### src/shared/sipa_pkg.sv
package sipa_pkg;
   localparam int unsigned NDS = 2;
   localparam int unsigned NWIRE = 4;
   localparam int unsigned AW = 8;
   localparam int unsigned NEV = 4;
   // Wire numbering A..D
   localparam logic [1:0] W_A = 2'h0;
   localparam logic [1:0] W_B = 2'h1;
   localparam logic [1:0] W_C = 2'h2;
   localparam logic [1:0] W_D = 2'h3;
   // Index 0 is switch port 2, index 1 is switch port 4
   localparam int unsigned DS_P2 = 0;
   localparam int unsigned DS_P4 = 1;
   localparam logic [1:0] P2_ROT = 2'h2;
   localparam logic [AW-1:0] OFF_CTRL0 = 8'h00;
   localparam logic [AW-1:0] OFF_CTRL1 = 8'h04;
   localparam logic [AW-1:0] OFF_LSTS0 = 8'h08;
   localparam logic [AW-1:0] OFF_LSTS1 = 8'h0c;
   localparam logic [AW-1:0] OFF_PST0 = 8'h10;
   localparam logic [AW-1:0] OFF_PST1 = 8'h14;
   localparam logic [AW-1:0] OFF_UST = 8'h18;
   localparam logic [AW-1:0] OFF_EVT = 8'h1c;
   localparam logic [AW-1:0] OFF_MASK = 8'h20;
   localparam int unsigned EV_ASSERT = 0;
   localparam int unsigned EV_DEASSERT = 1;
   localparam int unsigned EV_MSI = 2;
   localparam int unsigned EV_LINKDOWN = 3;
   localparam int unsigned LSTS_LBW = 0;
   localparam int unsigned LSTS_LABW = 1;
   localparam logic [3:0] CTRL_RST = 4'h0;
   localparam logic [NEV-1:0] MASK_RST = 4'h0;
   typedef struct packed {
      logic labw_ie;
      logic lbw_ie;
      logic legacy_irq_disable;
      logic msi_en;
   } sipa_ctrl_t;
   typedef struct packed {
      logic link_autonomous_bw_status;
      logic link_bw_mgmt_status;
   } sipa_lsts_t;
   typedef struct packed {
      logic valid;
      logic is_assert;
      logic [1:0] wire_idx;
   } sipa_vw_t;
   typedef struct packed {
      logic valid;
      logic port_sel;
   } sipa_msi_t;
endpackage

### src/design/sipa_top.sv
// What this block does
// Upstream port 0 never originates INTx messages or MSIs of its own.
// Downstream sources are hot-plug plus enabled link bandwidth status bits.
// A downstream port signals its own interrupts only on wire INTA.
// Unmasked assertion: MSI if enabled, else Assert_INTA unless disabled.
// Unmasked negation: Deassert_INTA if MSI off and not disabled, else nothing.
// Condition ends when every causing unmasked status bit is masked or cleared.
// All downstream MSIs are routed to the upstream port.
// Software must aim MSI addresses at the upstream port.
// Each port keeps separate aggregated state for wires A, B, C, D.
// Port state combines own interrupts with messages from its link partner.
// Upstream state reports switch-wide aggregated level of each wire.
// One Assert_INTx upstream per negated-to-asserted aggregate transition.
// One Deassert_INTx upstream per asserted-to-negated aggregate transition.
// No device-number swizzle on messages received by downstream ports.
// Upstream A..D take port 2 C,D,A,B and port 4 A..D.
// Mapped downstream wires include received and self-generated interrupts.
// Link down negates all of a port's wires and updates upstream aggregate.
// Upstream wire is the OR of downstream wires mapped onto it.
//
// Implementation choices: the APB slave port and the register addresses.
module sipa_top (
   input wire logic ref_clk_in,
   input wire logic rstn_in,
   input wire logic [sipa_pkg::AW-1:0] paddr_in,
   input wire logic psel_in,
   input wire logic penable_in,
   input wire logic pwrite_in,
   input wire logic [31:0] pwdata_in,
   output logic [31:0] prdata_out,
   output logic pready_out,
   output logic pslverr_out,
   input wire logic [sipa_pkg::NDS-1:0] hp_irq_in,
   input wire logic [sipa_pkg::NDS-1:0] lbw_evt_in,
   input wire logic [sipa_pkg::NDS-1:0] labw_evt_in,
   input wire logic [sipa_pkg::NDS-1:0] dl_up_in,
   input wire sipa_pkg::sipa_vw_t rx_vw_in [sipa_pkg::NDS],
   output sipa_pkg::sipa_vw_t up_msg_out,
   input wire logic up_msg_ready_in,
   output sipa_pkg::sipa_msi_t msi_out,
   input wire logic msi_ready_in,
   output logic irq_out
);
   localparam int unsigned NDS = sipa_pkg::NDS;
   localparam int unsigned NW = sipa_pkg::NWIRE;

   function automatic logic [3:0] map_up(input logic [3:0] p2, input logic [3:0] p4);
      logic [3:0] r;
      r = '0;
      for (int w = 0; w < NW; w++) begin
         r[w] = p2[2'(w + int'(sipa_pkg::P2_ROT))] | p4[w];
      end
      return r;
   endfunction

   function automatic logic hit(input logic [sipa_pkg::AW-1:0] a,
                                input logic [sipa_pkg::AW-1:0] off);
      return a == off;
   endfunction

   // Bus state
   logic pready_q, pready_d, pslverr_q, pslverr_d;
   logic [31:0] prdata_q, prdata_d;
   logic wr_en, acc;
   // Port state
   sipa_pkg::sipa_ctrl_t ctrl_q [NDS];
   sipa_pkg::sipa_ctrl_t ctrl_d [NDS];
   sipa_pkg::sipa_lsts_t lsts_q [NDS];
   sipa_pkg::sipa_lsts_t lsts_d [NDS];
   logic [NDS-1:0] cond, cond_q, rise, fall, own_q, own_d, dl_q;
   logic [NDS-1:0] msi_pend_q, msi_pend_d;
   logic [NW-1:0] rxw_q [NDS];
   logic [NW-1:0] rxw_d [NDS];
   logic [NW-1:0] pst [NDS];
   logic [NW-1:0] ust_q, ust_d, sent_q, sent_d;
   sipa_pkg::sipa_vw_t msg_q, msg_d;
   sipa_pkg::sipa_msi_t msi_q, msi_d;
   logic [sipa_pkg::NEV-1:0] evt_q, evt_d, mask_q, mask_d, ev_set;
   logic irq_q, irq_d;

   assign acc = psel_in & penable_in & pready_q;
   assign wr_en = acc & pwrite_in;

   // Port source logic
   always_comb begin
      for (int p = 0; p < NDS; p++) begin
         cond[p] = hp_irq_in[p]
            | (lsts_q[p].link_bw_mgmt_status & ctrl_q[p].lbw_ie)
            | (lsts_q[p].link_autonomous_bw_status & ctrl_q[p].labw_ie);
         rise[p] = cond[p] & ~cond_q[p];
         fall[p] = ~cond[p] & cond_q[p];
         ctrl_d[p] = ctrl_q[p];
         if (wr_en && hit(paddr_in, (p == 0) ? sipa_pkg::OFF_CTRL0 : sipa_pkg::OFF_CTRL1)) begin
            ctrl_d[p] = sipa_pkg::sipa_ctrl_t'(pwdata_in[3:0]);
         end
         lsts_d[p] = lsts_q[p];
         if (wr_en && hit(paddr_in, (p == 0) ? sipa_pkg::OFF_LSTS0 : sipa_pkg::OFF_LSTS1)) begin
            lsts_d[p].link_bw_mgmt_status = lsts_q[p].link_bw_mgmt_status
               & ~pwdata_in[sipa_pkg::LSTS_LBW];
            lsts_d[p].link_autonomous_bw_status = lsts_q[p].link_autonomous_bw_status
               & ~pwdata_in[sipa_pkg::LSTS_LABW];
         end
         // Set beats a same-cycle clear
         lsts_d[p].link_bw_mgmt_status = lsts_d[p].link_bw_mgmt_status | lbw_evt_in[p];
         lsts_d[p].link_autonomous_bw_status = lsts_d[p].link_autonomous_bw_status
            | labw_evt_in[p];
         // Own INTA; edges only, so a disable during assertion leaves it standing
         own_d[p] = own_q[p];
         if (!dl_up_in[p]) begin
            own_d[p] = 1'b0;
         end else if (!ctrl_q[p].msi_en && !ctrl_q[p].legacy_irq_disable) begin
            if (rise[p]) begin
               own_d[p] = 1'b1;
            end else if (fall[p]) begin
               own_d[p] = 1'b0;
            end
         end
         // Partner messages kept per wire, unswizzled
         rxw_d[p] = rxw_q[p];
         if (!dl_up_in[p]) begin
            rxw_d[p] = '0;
         end else if (rx_vw_in[p].valid) begin
            rxw_d[p][rx_vw_in[p].wire_idx] = rx_vw_in[p].is_assert;
         end
         pst[p] = rxw_q[p] | {3'h0, own_q[p]};
      end
   end

   // MSI issue; ports share one upstream path
   always_comb begin
      msi_pend_d = msi_pend_q;
      msi_d = msi_q;
      if (msi_q.valid && msi_ready_in) begin
         msi_d.valid = 1'b0;
      end
      if (!msi_d.valid) begin
         for (int p = NDS - 1; p >= 0; p--) begin
            if (msi_pend_q[p]) begin
               msi_d.valid = 1'b1;
               msi_d.port_sel = 1'(p);
            end
         end
         if (msi_d.valid) begin
            msi_pend_d[msi_d.port_sel] = 1'b0;
         end
      end
      for (int p = 0; p < NDS; p++) begin
         if (rise[p] && ctrl_q[p].msi_en) begin
            msi_pend_d[p] = 1'b1;
         end
      end
   end

   // Upstream aggregate and messages; port 0 has no sources of its own
   always_comb begin
      ust_d = map_up(pst[sipa_pkg::DS_P2], pst[sipa_pkg::DS_P4]);
      sent_d = sent_q;
      msg_d = msg_q;
      if (msg_q.valid && up_msg_ready_in) begin
         msg_d.valid = 1'b0;
      end
      if (!msg_d.valid) begin
         for (int w = NW - 1; w >= 0; w--) begin
            if (ust_q[w] != sent_q[w]) begin
               msg_d.valid = 1'b1;
               msg_d.wire_idx = 2'(w);
               msg_d.is_assert = ust_q[w];
            end
         end
         if (msg_d.valid) begin
            sent_d[msg_d.wire_idx] = msg_d.is_assert;
         end
      end
   end

   // Event status, mask and interrupt
   always_comb begin
      ev_set = '0;
      ev_set[sipa_pkg::EV_ASSERT] = msg_d.valid & ~msg_q.valid & msg_d.is_assert;
      ev_set[sipa_pkg::EV_DEASSERT] = msg_d.valid & ~msg_q.valid & ~msg_d.is_assert;
      ev_set[sipa_pkg::EV_MSI] = msi_d.valid & ~msi_q.valid;
      ev_set[sipa_pkg::EV_LINKDOWN] = |(dl_q & ~dl_up_in);
      ev_set[sipa_pkg::EV_ASSERT] = ev_set[sipa_pkg::EV_ASSERT]
         | (msg_q.valid & up_msg_ready_in & msg_d.valid & msg_d.is_assert);
      ev_set[sipa_pkg::EV_DEASSERT] = ev_set[sipa_pkg::EV_DEASSERT]
         | (msg_q.valid & up_msg_ready_in & msg_d.valid & ~msg_d.is_assert);
      ev_set[sipa_pkg::EV_MSI] = ev_set[sipa_pkg::EV_MSI]
         | (msi_q.valid & msi_ready_in & msi_d.valid);
      evt_d = evt_q;
      mask_d = mask_q;
      if (wr_en && hit(paddr_in, sipa_pkg::OFF_EVT)) begin
         evt_d = evt_q & ~pwdata_in[sipa_pkg::NEV-1:0];
      end
      if (wr_en && hit(paddr_in, sipa_pkg::OFF_MASK)) begin
         mask_d = pwdata_in[sipa_pkg::NEV-1:0];
      end
      evt_d = evt_d | ev_set;
      irq_d = |(evt_d & mask_d);
   end

   // APB slave; one wait state, so pready comes from a flop
   always_comb begin
      pready_d = psel_in & penable_in & ~pready_q;
      prdata_d = '0;
      pslverr_d = 1'b0;
      if (pready_d) begin
         case (paddr_in)
            sipa_pkg::OFF_CTRL0: prdata_d = {28'h0, ctrl_q[0]};
            sipa_pkg::OFF_CTRL1: prdata_d = {28'h0, ctrl_q[1]};
            sipa_pkg::OFF_LSTS0: prdata_d = {30'h0, lsts_q[0]};
            sipa_pkg::OFF_LSTS1: prdata_d = {30'h0, lsts_q[1]};
            sipa_pkg::OFF_PST0: prdata_d = {28'h0, pst[0]};
            sipa_pkg::OFF_PST1: prdata_d = {28'h0, pst[1]};
            sipa_pkg::OFF_UST: prdata_d = {28'h0, ust_q};
            sipa_pkg::OFF_EVT: prdata_d = {28'h0, evt_q};
            sipa_pkg::OFF_MASK: prdata_d = {28'h0, mask_q};
            default: pslverr_d = 1'b1;
         endcase
         if (pwrite_in) begin
            prdata_d = '0;
         end
      end
   end

   always_ff @(posedge ref_clk_in or negedge rstn_in) begin
      if (!rstn_in) begin
         pready_q <= 1'b0;
         pslverr_q <= 1'b0;
         prdata_q <= '0;
         for (int p = 0; p < NDS; p++) begin
            ctrl_q[p] <= sipa_pkg::CTRL_RST;
            lsts_q[p] <= '0;
            rxw_q[p] <= '0;
         end
         cond_q <= '0;
         own_q <= '0;
         dl_q <= '0;
         msi_pend_q <= '0;
         msi_q <= '0;
         ust_q <= '0;
         sent_q <= '0;
         msg_q <= '0;
         evt_q <= '0;
         mask_q <= sipa_pkg::MASK_RST;
         irq_q <= 1'b0;
      end else begin
         pready_q <= pready_d;
         pslverr_q <= pslverr_d;
         prdata_q <= prdata_d;
         for (int p = 0; p < NDS; p++) begin
            ctrl_q[p] <= ctrl_d[p];
            lsts_q[p] <= lsts_d[p];
            rxw_q[p] <= rxw_d[p];
         end
         cond_q <= cond;
         own_q <= own_d;
         dl_q <= dl_up_in;
         msi_pend_q <= msi_pend_d;
         msi_q <= msi_d;
         ust_q <= ust_d;
         sent_q <= sent_d;
         msg_q <= msg_d;
         evt_q <= evt_d;
         mask_q <= mask_d;
         irq_q <= irq_d;
      end
   end

   assign prdata_out = prdata_q;
   assign pready_out = pready_q;
   assign pslverr_out = pslverr_q;
   assign up_msg_out = msg_q;
   assign msi_out = msi_q;
   assign irq_out = irq_q;

   for (genvar g = 0; g < NDS; g++) begin : g_chk

   end
endmodule

### config.mk
export PLATFORM = sky130hd
export DESIGN_NAME = sipa_top
export DESIGN_NICKNAME = d
export VERILOG_FILES = /design/src/shared/sipa_pkg.sv /design/src/design/sipa_top.sv
export SDC_FILE = /design/constraint.sdc
export NUM_CORES = 1
export LEC_CHECK = 0
export ABC_AREA = 1
export BUFFER_PORTS_ARGS = -buffer_cell sky130_fd_sc_hd__buf_2
export CAP_MARGIN = 5
export CORE_MARGIN = 2
export CORE_UTILIZATION = 33
export CTS_BUF_LIST = sky130_fd_sc_hd__clkbuf_4 sky130_fd_sc_hd__clkbuf_8 sky130_fd_sc_hd__clkbuf_16
export DETAILED_ROUTE_END_ITERATION = 8
export GPL_TIMING_DRIVEN = 0
export HOLD_SLACK_MARGIN = 0.02
export SYNTH_ARGS = -nofsm -noshare
export SYNTH_HDL_FRONTEND = slang
export SYNTH_SLANG_ARGS = --single-unit
export TNS_END_PERCENT = 5
### constraint.sdc
create_clock -name ref_clk_in -period 3.4 [get_ports ref_clk_in]
set_input_delay 0.34 -clock ref_clk_in [delete_from_list [all_inputs] [get_ports ref_clk_in]]
set_output_delay 0.34 -clock ref_clk_in [all_outputs]
set_load 0.01 [all_outputs]
==> After elaboration in Yosys (flattened, before gate mapping) <==
Cells that the tools add are included.
{ "word_totals": {"ff_bits": 85, "out_inout_bits": 41} }
{ "op_classes": {"reduce_logical": 31, "n_eq_ne": 20, "bitwise": 60, "order_cmp": 8, "n_mux": 48} }
{ "ops": {"columns": ["operator", "count"], "rows": [
  ["$mux W32", 2],
  ["$mux W4", 12],
  ["$pmux W4 S9", 1],
  ["$eq A8 B5 Y1 const B", 4],
  ["$and A1 B1 Y1", 26],
  ["$mux W1", 18],
  ["$eq A8 B4 Y1 const B", 2],
  ["$logic_and A1 B1 Y1", 16],
  ["$mux W2", 8],
  ["$or A1 B1 Y1", 13],
  ["$bwmux W4", 3],
  ["$ne A2 B1 Y1 const B", 6],
  ["$not A1 Y1", 11],
  ["$reduce_and A2 Y1", 5],
  ["$lt A2 B3 Y1 const B", 3],
  ["$reduce_or A9 Y1", 1],
  ["$and A4 B4 Y4", 2],
  ["$eq A8 B3 Y1 const B", 1],
  ["$eq A8 B6 Y1 const B", 1],
  ["$logic_not A8 Y1", 1],
  ["$or A4 B1 Y4", 2],
  ["$demux W1 S2", 3],
  ["$ge A2 B1 Y1 const B", 3],
  ["$ne A3 B1 Y1 const B", 2],
  ["other kinds (12)", 21]
]} }

==> Logic depth before layout (Yosys ltp) <==
Gate-level depths: netlist of the first run.
{ "logic_depth": {"ltp_word": 13, "depth_mapped": 13, "ltp_nobuf": 13} }

==> Least setup slack after synthesis of the first run <==
OpenSTA, ideal clock, no wires.
{ "synth_path": {"path_kind": "input to register", "start": "input port paddr_in[7] in the netlist's numbering", "end": "register irq_q (netlist: irq_out)", "setup_ns": 0.121, "path_buffers": 0, "path_stages": 10, "t_required_ns": 3.279, "arrival_time_ns": 1.170, "setup_slack_ns": 2.109, "path_cell_list": "nor2_4 > nand3_4 > nor2_8 > nand2_4 > nand2_1 > o21ai_2 > nand2_1 > nand2_1 > inv_1 > nand3_2"} }
{ "synth_between": {"word_cells_on_any_way": 9, "cone_classes": "eq/ne (2); mux (2); bitwise (2); reduce/logical (3)"} }
{ "synth_lines": {"columns": ["item", "line_no", "source"], "rows": [
  ["start: declaration", "sipa_top.sv:25", "input wire logic [sipa_pkg::AW-1:0] paddr_in,"],
  ["$eq A8 B6 Y1", "sipa_top.sv:58", "return a == off;"],
  ["$logic_and A1 B1 Y1", "sipa_top.sv:194", "if (wr_en && hit(paddr_in, sipa_pkg::OFF_MASK)) begin"],
  ["$mux W4", "sipa_top.sv:194", null],
  ["net mask_d, one bit", "sipa_top.sv:78", "logic [sipa_pkg::NEV-1:0] evt_q, evt_d, mask_q, mask_d, ev_set;"],
  ["$and A4 B4 Y4", "sipa_top.sv:198", "irq_d = |(evt_d & mask_d);"],
  ["$reduce_or A4 Y1", "sipa_top.sv:198", null],
  ["net irq_d", "sipa_top.sv:79", "logic irq_q, irq_d;"],
  ["end signal: assignment", "sipa_top.sv:265", "irq_q <= irq_d;"],
  ["end: declaration", "sipa_top.sv:79", null]
]} }
The timed path passes the listed nets, and every way through them passes these cells.
A chain may end at the register's enable or synchronous reset.

==> Worst setup path after layout of the first run <==
{ "layout_path": {"start": "register ust_q[1]", "end": "register irq_q (netlist: irq_out)"} }
{ "layout_between": {"elab_chain_len": 11, "word_cells_on_any_way": 17, "cone_classes": "eq/ne (1); mux (4); bitwise (11); reduce/logical (1)"} }
{ "layout_lines": {"columns": ["item", "line_no", "source"], "rows": [
  ["start: declaration", "sipa_top.sv:75", "logic [NW-1:0] ust_q, ust_d, sent_q, sent_d;"],
  ["start signal: assignment", "sipa_top.sv:260", "ust_q <= ust_d;"],
  ["$ne A1 B1 Y1", "sipa_top.sv:164", "if (ust_q[w] != sent_q[w]) begin"],
  ["$mux W4 * (2 in series)", "sipa_top.sv:164", null],
  ["$mux W4 * (2 in series)", "sipa_top.sv:162", "if (!msg_d.valid) begin"],
  ["$and A1 B1 Y1 (on tied branches) (2 in series)", "sipa_top.sv:179, sipa_top.sv:184", null],
  ["$or A1 B1 Y1 *", "sipa_top.sv:184", "| (msg_q.valid & up_msg_ready_in & msg_d.valid & msg_d.is_assert);"],
  ["$or A4 B4 Y4 *", "sipa_top.sv:197", "evt_d = evt_d | ev_set;"],
  ["net evt_d, one bit", "sipa_top.sv:78", null],
  ["$and A4 B4 Y4 *", "sipa_top.sv:198", null],
  ["$reduce_or A4 Y1 *", "sipa_top.sv:198", null],
  ["net irq_d", "sipa_top.sv:79", null]
]} }
The timed path passes the listed nets; every way through them passes the cells marked *. The select of a mux whose other input is x is not followed.

==> results of run 1 <==
-- critical path, stage by stage (launching register included) --
cell and delay [ps]:
dfrtp_1 460, inv_2 100, nor2_1 40, nor2_1 160
nand2_2 110, inv_2 80, nand2_2 50, inv_1 60
nor2_1 40, nand2_1 100, nand2_1 70, nand2_1 80
nand3_2 70
-- cell usage in the layout, fill, tap and decap left out, drive strengths merged --
master	synthesis	final
a31oi	2	2
inv	60	61
o21ai	39	39
nand2	109	109
clkbuf	0	5
buf	28	75
or2	1	1
o211ai	3	3
o22ai	1	1
a21oi	16	16
dfrtp	56	56
a22o	1	1
o21bai	2	2
nand4	4	4
nand3b	1	1
nand3	23	23
nor3	6	6
conb	2	29
nor2	44	44
a32o	1	1
clkinv	0	2
xnor2	1	1
-- metrics by stage --
stage | power (mW) | worst slack, ps
finish | 1.574 | 1875
detailed placement | 1.193 | 1783
global placement | 1.184 | 1812
floorplan | 1.064 | 2109
global route | 1.681 | 1671
CTS | 1.583 | 1857
-- report_power, final --
| group | switching (mW) | leakage (nW) | internal [mW] | total (mW) |
|---|---|---|---|---|
| Sequential | 0.0487 | 0.694 | 0.727 | 0.776 |
| Clock | 0.243 | 0.0487 | 0.151 | 0.394 |
| Combinational | 0.259 | 1.30 | 0.145 | 0.404 |
| Total | 0.550 | 2.04 | 1.02 | 1.57 |
-- cells by family after synthesis --
group,count (synthesis),share of synthesized area (%)
compound gates,65,11.47
xor+xnor,1,0.2807
buf+inv,88,13.95
flops,56,44.91
other cells,2,0.2407
simple gates,188,29.15
-- cell type report --
| cell class | count | area, µm² | area share [%] |
|---|---|---|---|
| Clock buffer | 5 | 68.82 | 1.863 |
| Buffer | 28 | 210.2 | 5.691 |
| Tap cell | 111 | 138.9 | 3.760 |
| Clock inverter | 3 | 26.28 | 0.7114 |
| Timing Repair Buffer | 47 | 237.7 | 6.436 |
| Inverter | 60 | 225.2 | 6.098 |
| Multi-Input combinational cell | 283 | 1385 | 37.50 |
| Sequential cell | 56 | 1401 | 37.94 |
-- how the worst min path moves through the flow --
stage | from | end | slack (ps) | cells past startpoint
after CTS | dl_up_in[0] | dl_q[0]$_DFF_PN0_ | 180 | 1
after floorplan | rstn_in | cond_q[0]$_DFF_PN0_ | 40 | 0
after global routing | rstn_in | msi_out[0]$_DFFE_PN0N_ | 100 | 1
after global placement | ctrl_q[1]$_DFFE_PN0P_ | ctrl_q[1]$_DFFE_PN0P_ | 470 | 2
after detailed placement | rxw_q[4]$_DFFE_PN0P_ | ust_q[2]$_DFF_PN0_ | 470 | 2
final | rstn_in | msi_out[0]$_DFFE_PN0N_ | 30 | 1
-- flip-flops by register name, summed over array words and instances (netlist names) --
register and cells:
prdata_out 4, irq_out 1, mask_q 4, ust_q 3, lsts_q 4, msi_pend_q 2
cond_q 2, msi_out 2, dl_q 2, pslverr_out 1, sent_q 4, pready_out 1
evt_q 4, up_msg_out 4, ctrl_q 8, rxw_q 8, own_q 2
-- routing by layer --
layer | up-vias | wire (µm) | GRT usage [%]
met2 | 76 | 3247 | 23.28
met5 | - | 0 | 0
met4 | 0 | 134 | 4.054
met1 | 1226 | 3337 | 20.16
li1 | 1363 | - | -
met3 | 11 | 375 | 3.313
==> run metrics, run 1 <==
min-delay worst type=in2async; Core Rows=35; hold buffer count at cts=0; reg2reg end=irq_out$_DFF_PN0_; die width=101.2 µm; clock latency at the later pin of the worst-skew pair=roughly 330 ps; H-tree levels=2; vias=~2700; Clock Tree Root=clkbuf_8; layout cells sized above 1=between 20 and 25%; synthesized area=around 3100 µm²; Post-Synthesis Cells=400; final hold slack=33.84 ps; Final Skew=~15 ps; fill count=950; critical path endpoint category=flip-flop; register area share after synthesis=about 45%; Final Critical Period=1525 ps; Main synth FF type=dfrtp_1; RSZ-0062 raised after global routing=false; largest area contributor in the netlist=dfrtp_1; DR pass1 iterations=4; Synth Register Bits=between 50 and 60; Worst R2R Path Depth=12; Max Slew Vio Count=0; routed vias/inst=around 4.5; leakage power=between 2 and 2.5 nW; Cells after DPL=about 600; setup TNS=0 ps; PostCTS Resize Cnt=0; start point of the critical path=ust_q[1]$_DFF_PN0_; Crit Path Class=reg2reg; final instance area=3694 µm²; I/O pin cnt=between 100 and 150; drt first-iter violations=approximately 120; worst-margin pin slew=a little under 700 ps; Post-synth ARST share=100.0%; status=finished, final reports clean; Setup crit end=irq_out$_DFF_PN0_; number of enable flip-flop cells after synthesis=0; most common cell in the netlist=nand2_1; CP startpoint kind=flip-flop; DRC=0; largest net degree at the start of global routing=57; DR WL/cell=~12 µm; Worst Path Arrival=around 1700 ps; Layout Nets=between 500 and 600; Synth warnings=0; Cell Area, Placed=3596 µm²; Syn Area/Cell=~7.8 µm²; top cells by count, synth=nand2_1 (101), dfrtp_1 (56), inv_1 (54); total wire length=7095 µm; max frequency=655.8 MHz; Final ANT Viol Nets=0; grt ovf=0; fin crit share=roughly 45%; Die Y=a little over 100 µm; Max Cap Violations=0; die area=10250 µm²; CTS Buffer Depth=2; area share of the largest cell type after synthesis=~45%; Cell Count, Final, Fillers Out=around 590; CORE AREA=9196 µm²; Distinct cells, synth=31; Max-slew headroom=53.73%; Detail Placement HPWL=about 5700 µm; Initial Utilization=33.93%; R2R Setup Slk=approximately 1900 ps; VDD IR max=roughly 0.00021 V; CTS tree=built; first-pass GRT wire length=between 10000 and 15000 µm; Finished Core Util=40.16%; setup violators final=0; vias in the first global route=2490; Clock transition at path regs=around 120 ps; PD cells=approximately 430 nW/µm²; clock sink count=between 50 and 60; ant diodes=0; RD Place Congestion=slightly below 0.9; worst path required time=~3600 ps; Max FO, Critical Path=5; All-Layer GR Usage=approximately 15%; initial antenna violation count=0; # Post-CTS Setup Buffers=0; Synth area leaders=dfrtp_1 (45%), nand2_1 (12%), buf_4 (6.7%); port bufs=47; CTS buffer count=5; worst reg2reg startpoint=ust_q[1]$_DFF_PN0_; Final Hold Vio Count=0; synth-to-layout area growth=18.36%
Note: power is estimated with default switching activity, not from simulation.
==> run 2: changes to the inputs <==
clock period = 1.4 ns   (was 3.4 ns; I/O delays follow)
==> run 2 against run 1 <==
  * The flow now finishes with violations (negative setup slack)
  * Count of clock-buffer cells in the layout is the same
  * Critical path depth shrank 2
  * Via count grew 2.8%
  * Cell area grew 4.2%
  * Register-to-register slack lost 1900 ps
  * Utilization grew 1.7 points
  * Power grew to 2.6 times the previous value
  * Critical path type unchanged
  * Critical endpoint is now sent_q[0]$_DFFE_PN0P_
  * Largest cell class is now multi-input combinational cells
  * Largest power group unchanged
  * Highest routed layer unchanged
==> run metrics, run 2 (same netlist as run 1, synthesis figures left out) <==
Crit Path Class=reg2reg; Critical Path Most Common Cell=inv_2; min-delay worst type=in2reg; RD Place Congestion=0.8726 (unchanged); R2R Setup Slk=-40 ps (-1910 ps); worst-margin pin slew=696.3 ps (+2.237 ps); max frequency=695.2 MHz (+6.0%); Final WS setup=-38.36 ps (-1913 ps); DRC=0 (unchanged); Final Critical Period=1438 ps (-86.57 ps); H-tree levels=2 (unchanged); clock latency at the later pin of the worst-skew pair=330 ps (about the same); commonest non-fill, non-tap cell in the layout=nand2_1; die width=101.2 µm (unchanged); leakage power=2.106 nW (+3.3%); routed vias/inst=4.530 (+0.40%); crit path cell chain=inv_2 > nand2_2 > nand2_1 > inv_2 > nand2_2 > inv_2 > buf_4 > nor2_1 > a21oi_1 > a31oi_1; Worst R2R Path Depth=10 (-2); die area=10250 µm² (unchanged); Sw Share=35.00% (+0.048 points); CTS buffer count=5 (unchanged); worst path required time=1650 ps (-1960 ps); Detail Placement HPWL=5665 µm (unchanged); reg2reg end=sent_q[0]$_DFFE_PN0P_; ant diodes=0 (unchanged); worst reg2reg startpoint=ust_q[1]$_DFF_PN0_; Final ANT Viol Nets=0 (unchanged); DR WL/cell=12.06 µm (+0.76%); Flop pwr share=46.9% (-2.4 points); RSZ-0062 raised after global routing=true; FF/Latch Area=1403 µm² (about the same); setup TNS=-46.88 ps (-46.88 ps); fin crit share=102.7% (+58 points); I/O pin cnt=104 (unchanged); crit-path leading delay family=flip-flops; failing checks=negative setup slack; internal power=2.614 mW (+160%); port bufs=47 (unchanged); biggest regs=ctrl_q x8, rxw_q x8; Final Skew=14.80 ps (-0.4030 ps); Placement Setup Slack=-128.6 ps (-1912 ps); CORE AREA=9196 µm² (unchanged); Min-Delay Endpoint=cond_q[1]$_DFF_PN0_; CP max stage cell=dfrtp_2; synth-to-layout area growth=23.38%; Clock Tree Root=clkbuf_8; layout cells sized above 1=27.82% (+3.3 points); status=finished with violations; total net switching power=1.407 mW (+160%); Finished Core Util=41.86% (+1.7 points); drt first-iter violations=99 (-14%); CP startpoint kind=flip-flop; Core Rows=35 (unchanged); Layout Nets=558 (+2.6%); CTS Buffer Depth=2 (unchanged); initial antenna violation count=0 (unchanged); Worst Path Arrival=1690 ps (-50 ps); Max-slew headroom=53.58% (-0.15 points); Max FO, Critical Path=5 (unchanged); Largest stage delay, worst path=470 ps (about the same); start point of the critical path=ust_q[1]$_DFF_PN0_; Tot Pwr=4.021 mW (+160%); Max Cap Violations=0 (unchanged); largest net degree at the start of global routing=57 (unchanged); Initial Utilization=33.93% (unchanged); Final Hold Vio Count=0 (unchanged); critical path endpoint category=flip-flop; PD cells=1044 nW/µm² (+150%); Max Slew Vio Count=0 (unchanged); hold_sp=hp_irq_in[1]; CTS tree=built; setup violators final=2 (+2); Clock transition at path regs=120 ps (about the same); DR pass1 iterations=4 (unchanged); total wire length=7318 µm (+3.1%); crit path buf inv count=4 (+1); vias=2750 (+2.8%); grt ovf=0 (unchanged); hold path depth=3; most frequent cells in the layout=nand2_1 (97), dfrtp_1 (55), inv_1 (52); All-Layer GR Usage=14.89% (+0.24 points); clock network fraction of total power=23.7% (-1.3 points); area occupied by multi-input gates=1418 µm² (+2.3%); fill count=941 (-0.95%); clock sink count=56 (unchanged); first-pass GRT wire length=12060 µm (+2.1%); Die Y=101.2 µm (unchanged); VDD IR max=0.0005373 V (+150%); share of power burned in combinational logic=29.4% (+3.7 points); vias in the first global route=2580 (+3.6%)
[run 2: repair_timing]
action,4_1_cts,5_1_grt
setup endpoints to repair,3,16
buffers inserted,6,1
gates resized for setup,6,8
gates cloned,0,0
pin swaps,6,2
hold buffers,6,1
endpoints found under the hold margin,6,56
[run 2: final cells by class]
class / instances / area share [%]
timing repair buffer: 61 / 9.360
sequential: 56 / 36.43
buffer: 28 / 5.460
clock inverter: 3 / 0.6825
inverter: 60 / 5.850
tap: 111 / 3.607
multi-input combinational: 283 / 36.82
clock buffer: 5 / 1.787
[run 2: worst max path at each step]
stage                                        to  cells after the start
after floorplan               irq_out$_DFF_PN0_                     12
after global placement        irq_out$_DFF_PN0_                     12
after detailed placement      irq_out$_DFF_PN0_                     12
after CTS                     irq_out$_DFF_PN0_                     12
after global routing          irq_out$_DFF_PN0_                     12
final                     sent_q[0]$_DFFE_PN0P_                     10
[run 2: tightest hold or removal path, cell delays in order]
cell and delay (ps):
buf_2 90, a21oi_1 50, nand2_2 70
[run 2: metal layers]
metal  part of all wire (%)  track usage [%]  vias up
li1                       -                -     1394
met4                    2.1            4.054        0
met3                    4.7            3.037       13
met5                      0                0        -
met2                     47            24.20       75
met1                     47            20.27     1268
[run 2: metrics by stage]
stage,hold slack [ps],area (µm²),std cells
floorplan,-155.6,3222,427
global placement,319.2,3596,585
CTS,67.49,3812,605
global route,65.56,3850,607
finish,50.83,3850,607
detailed placement,316.6,3596,585
[run 2: power by group through the flow]
stage          Combinational [mW]  Sequential, mW  Clock (mW)
2_1_floorplan               0.670            1.91           0
3_3_place_gp                0.965            1.91           0
3_5_place_dp                0.980            1.92           0
4_1_cts                      1.11            1.89       0.974
5_1_grt                      1.34            1.90        1.04
6_report                     1.18            1.89       0.951
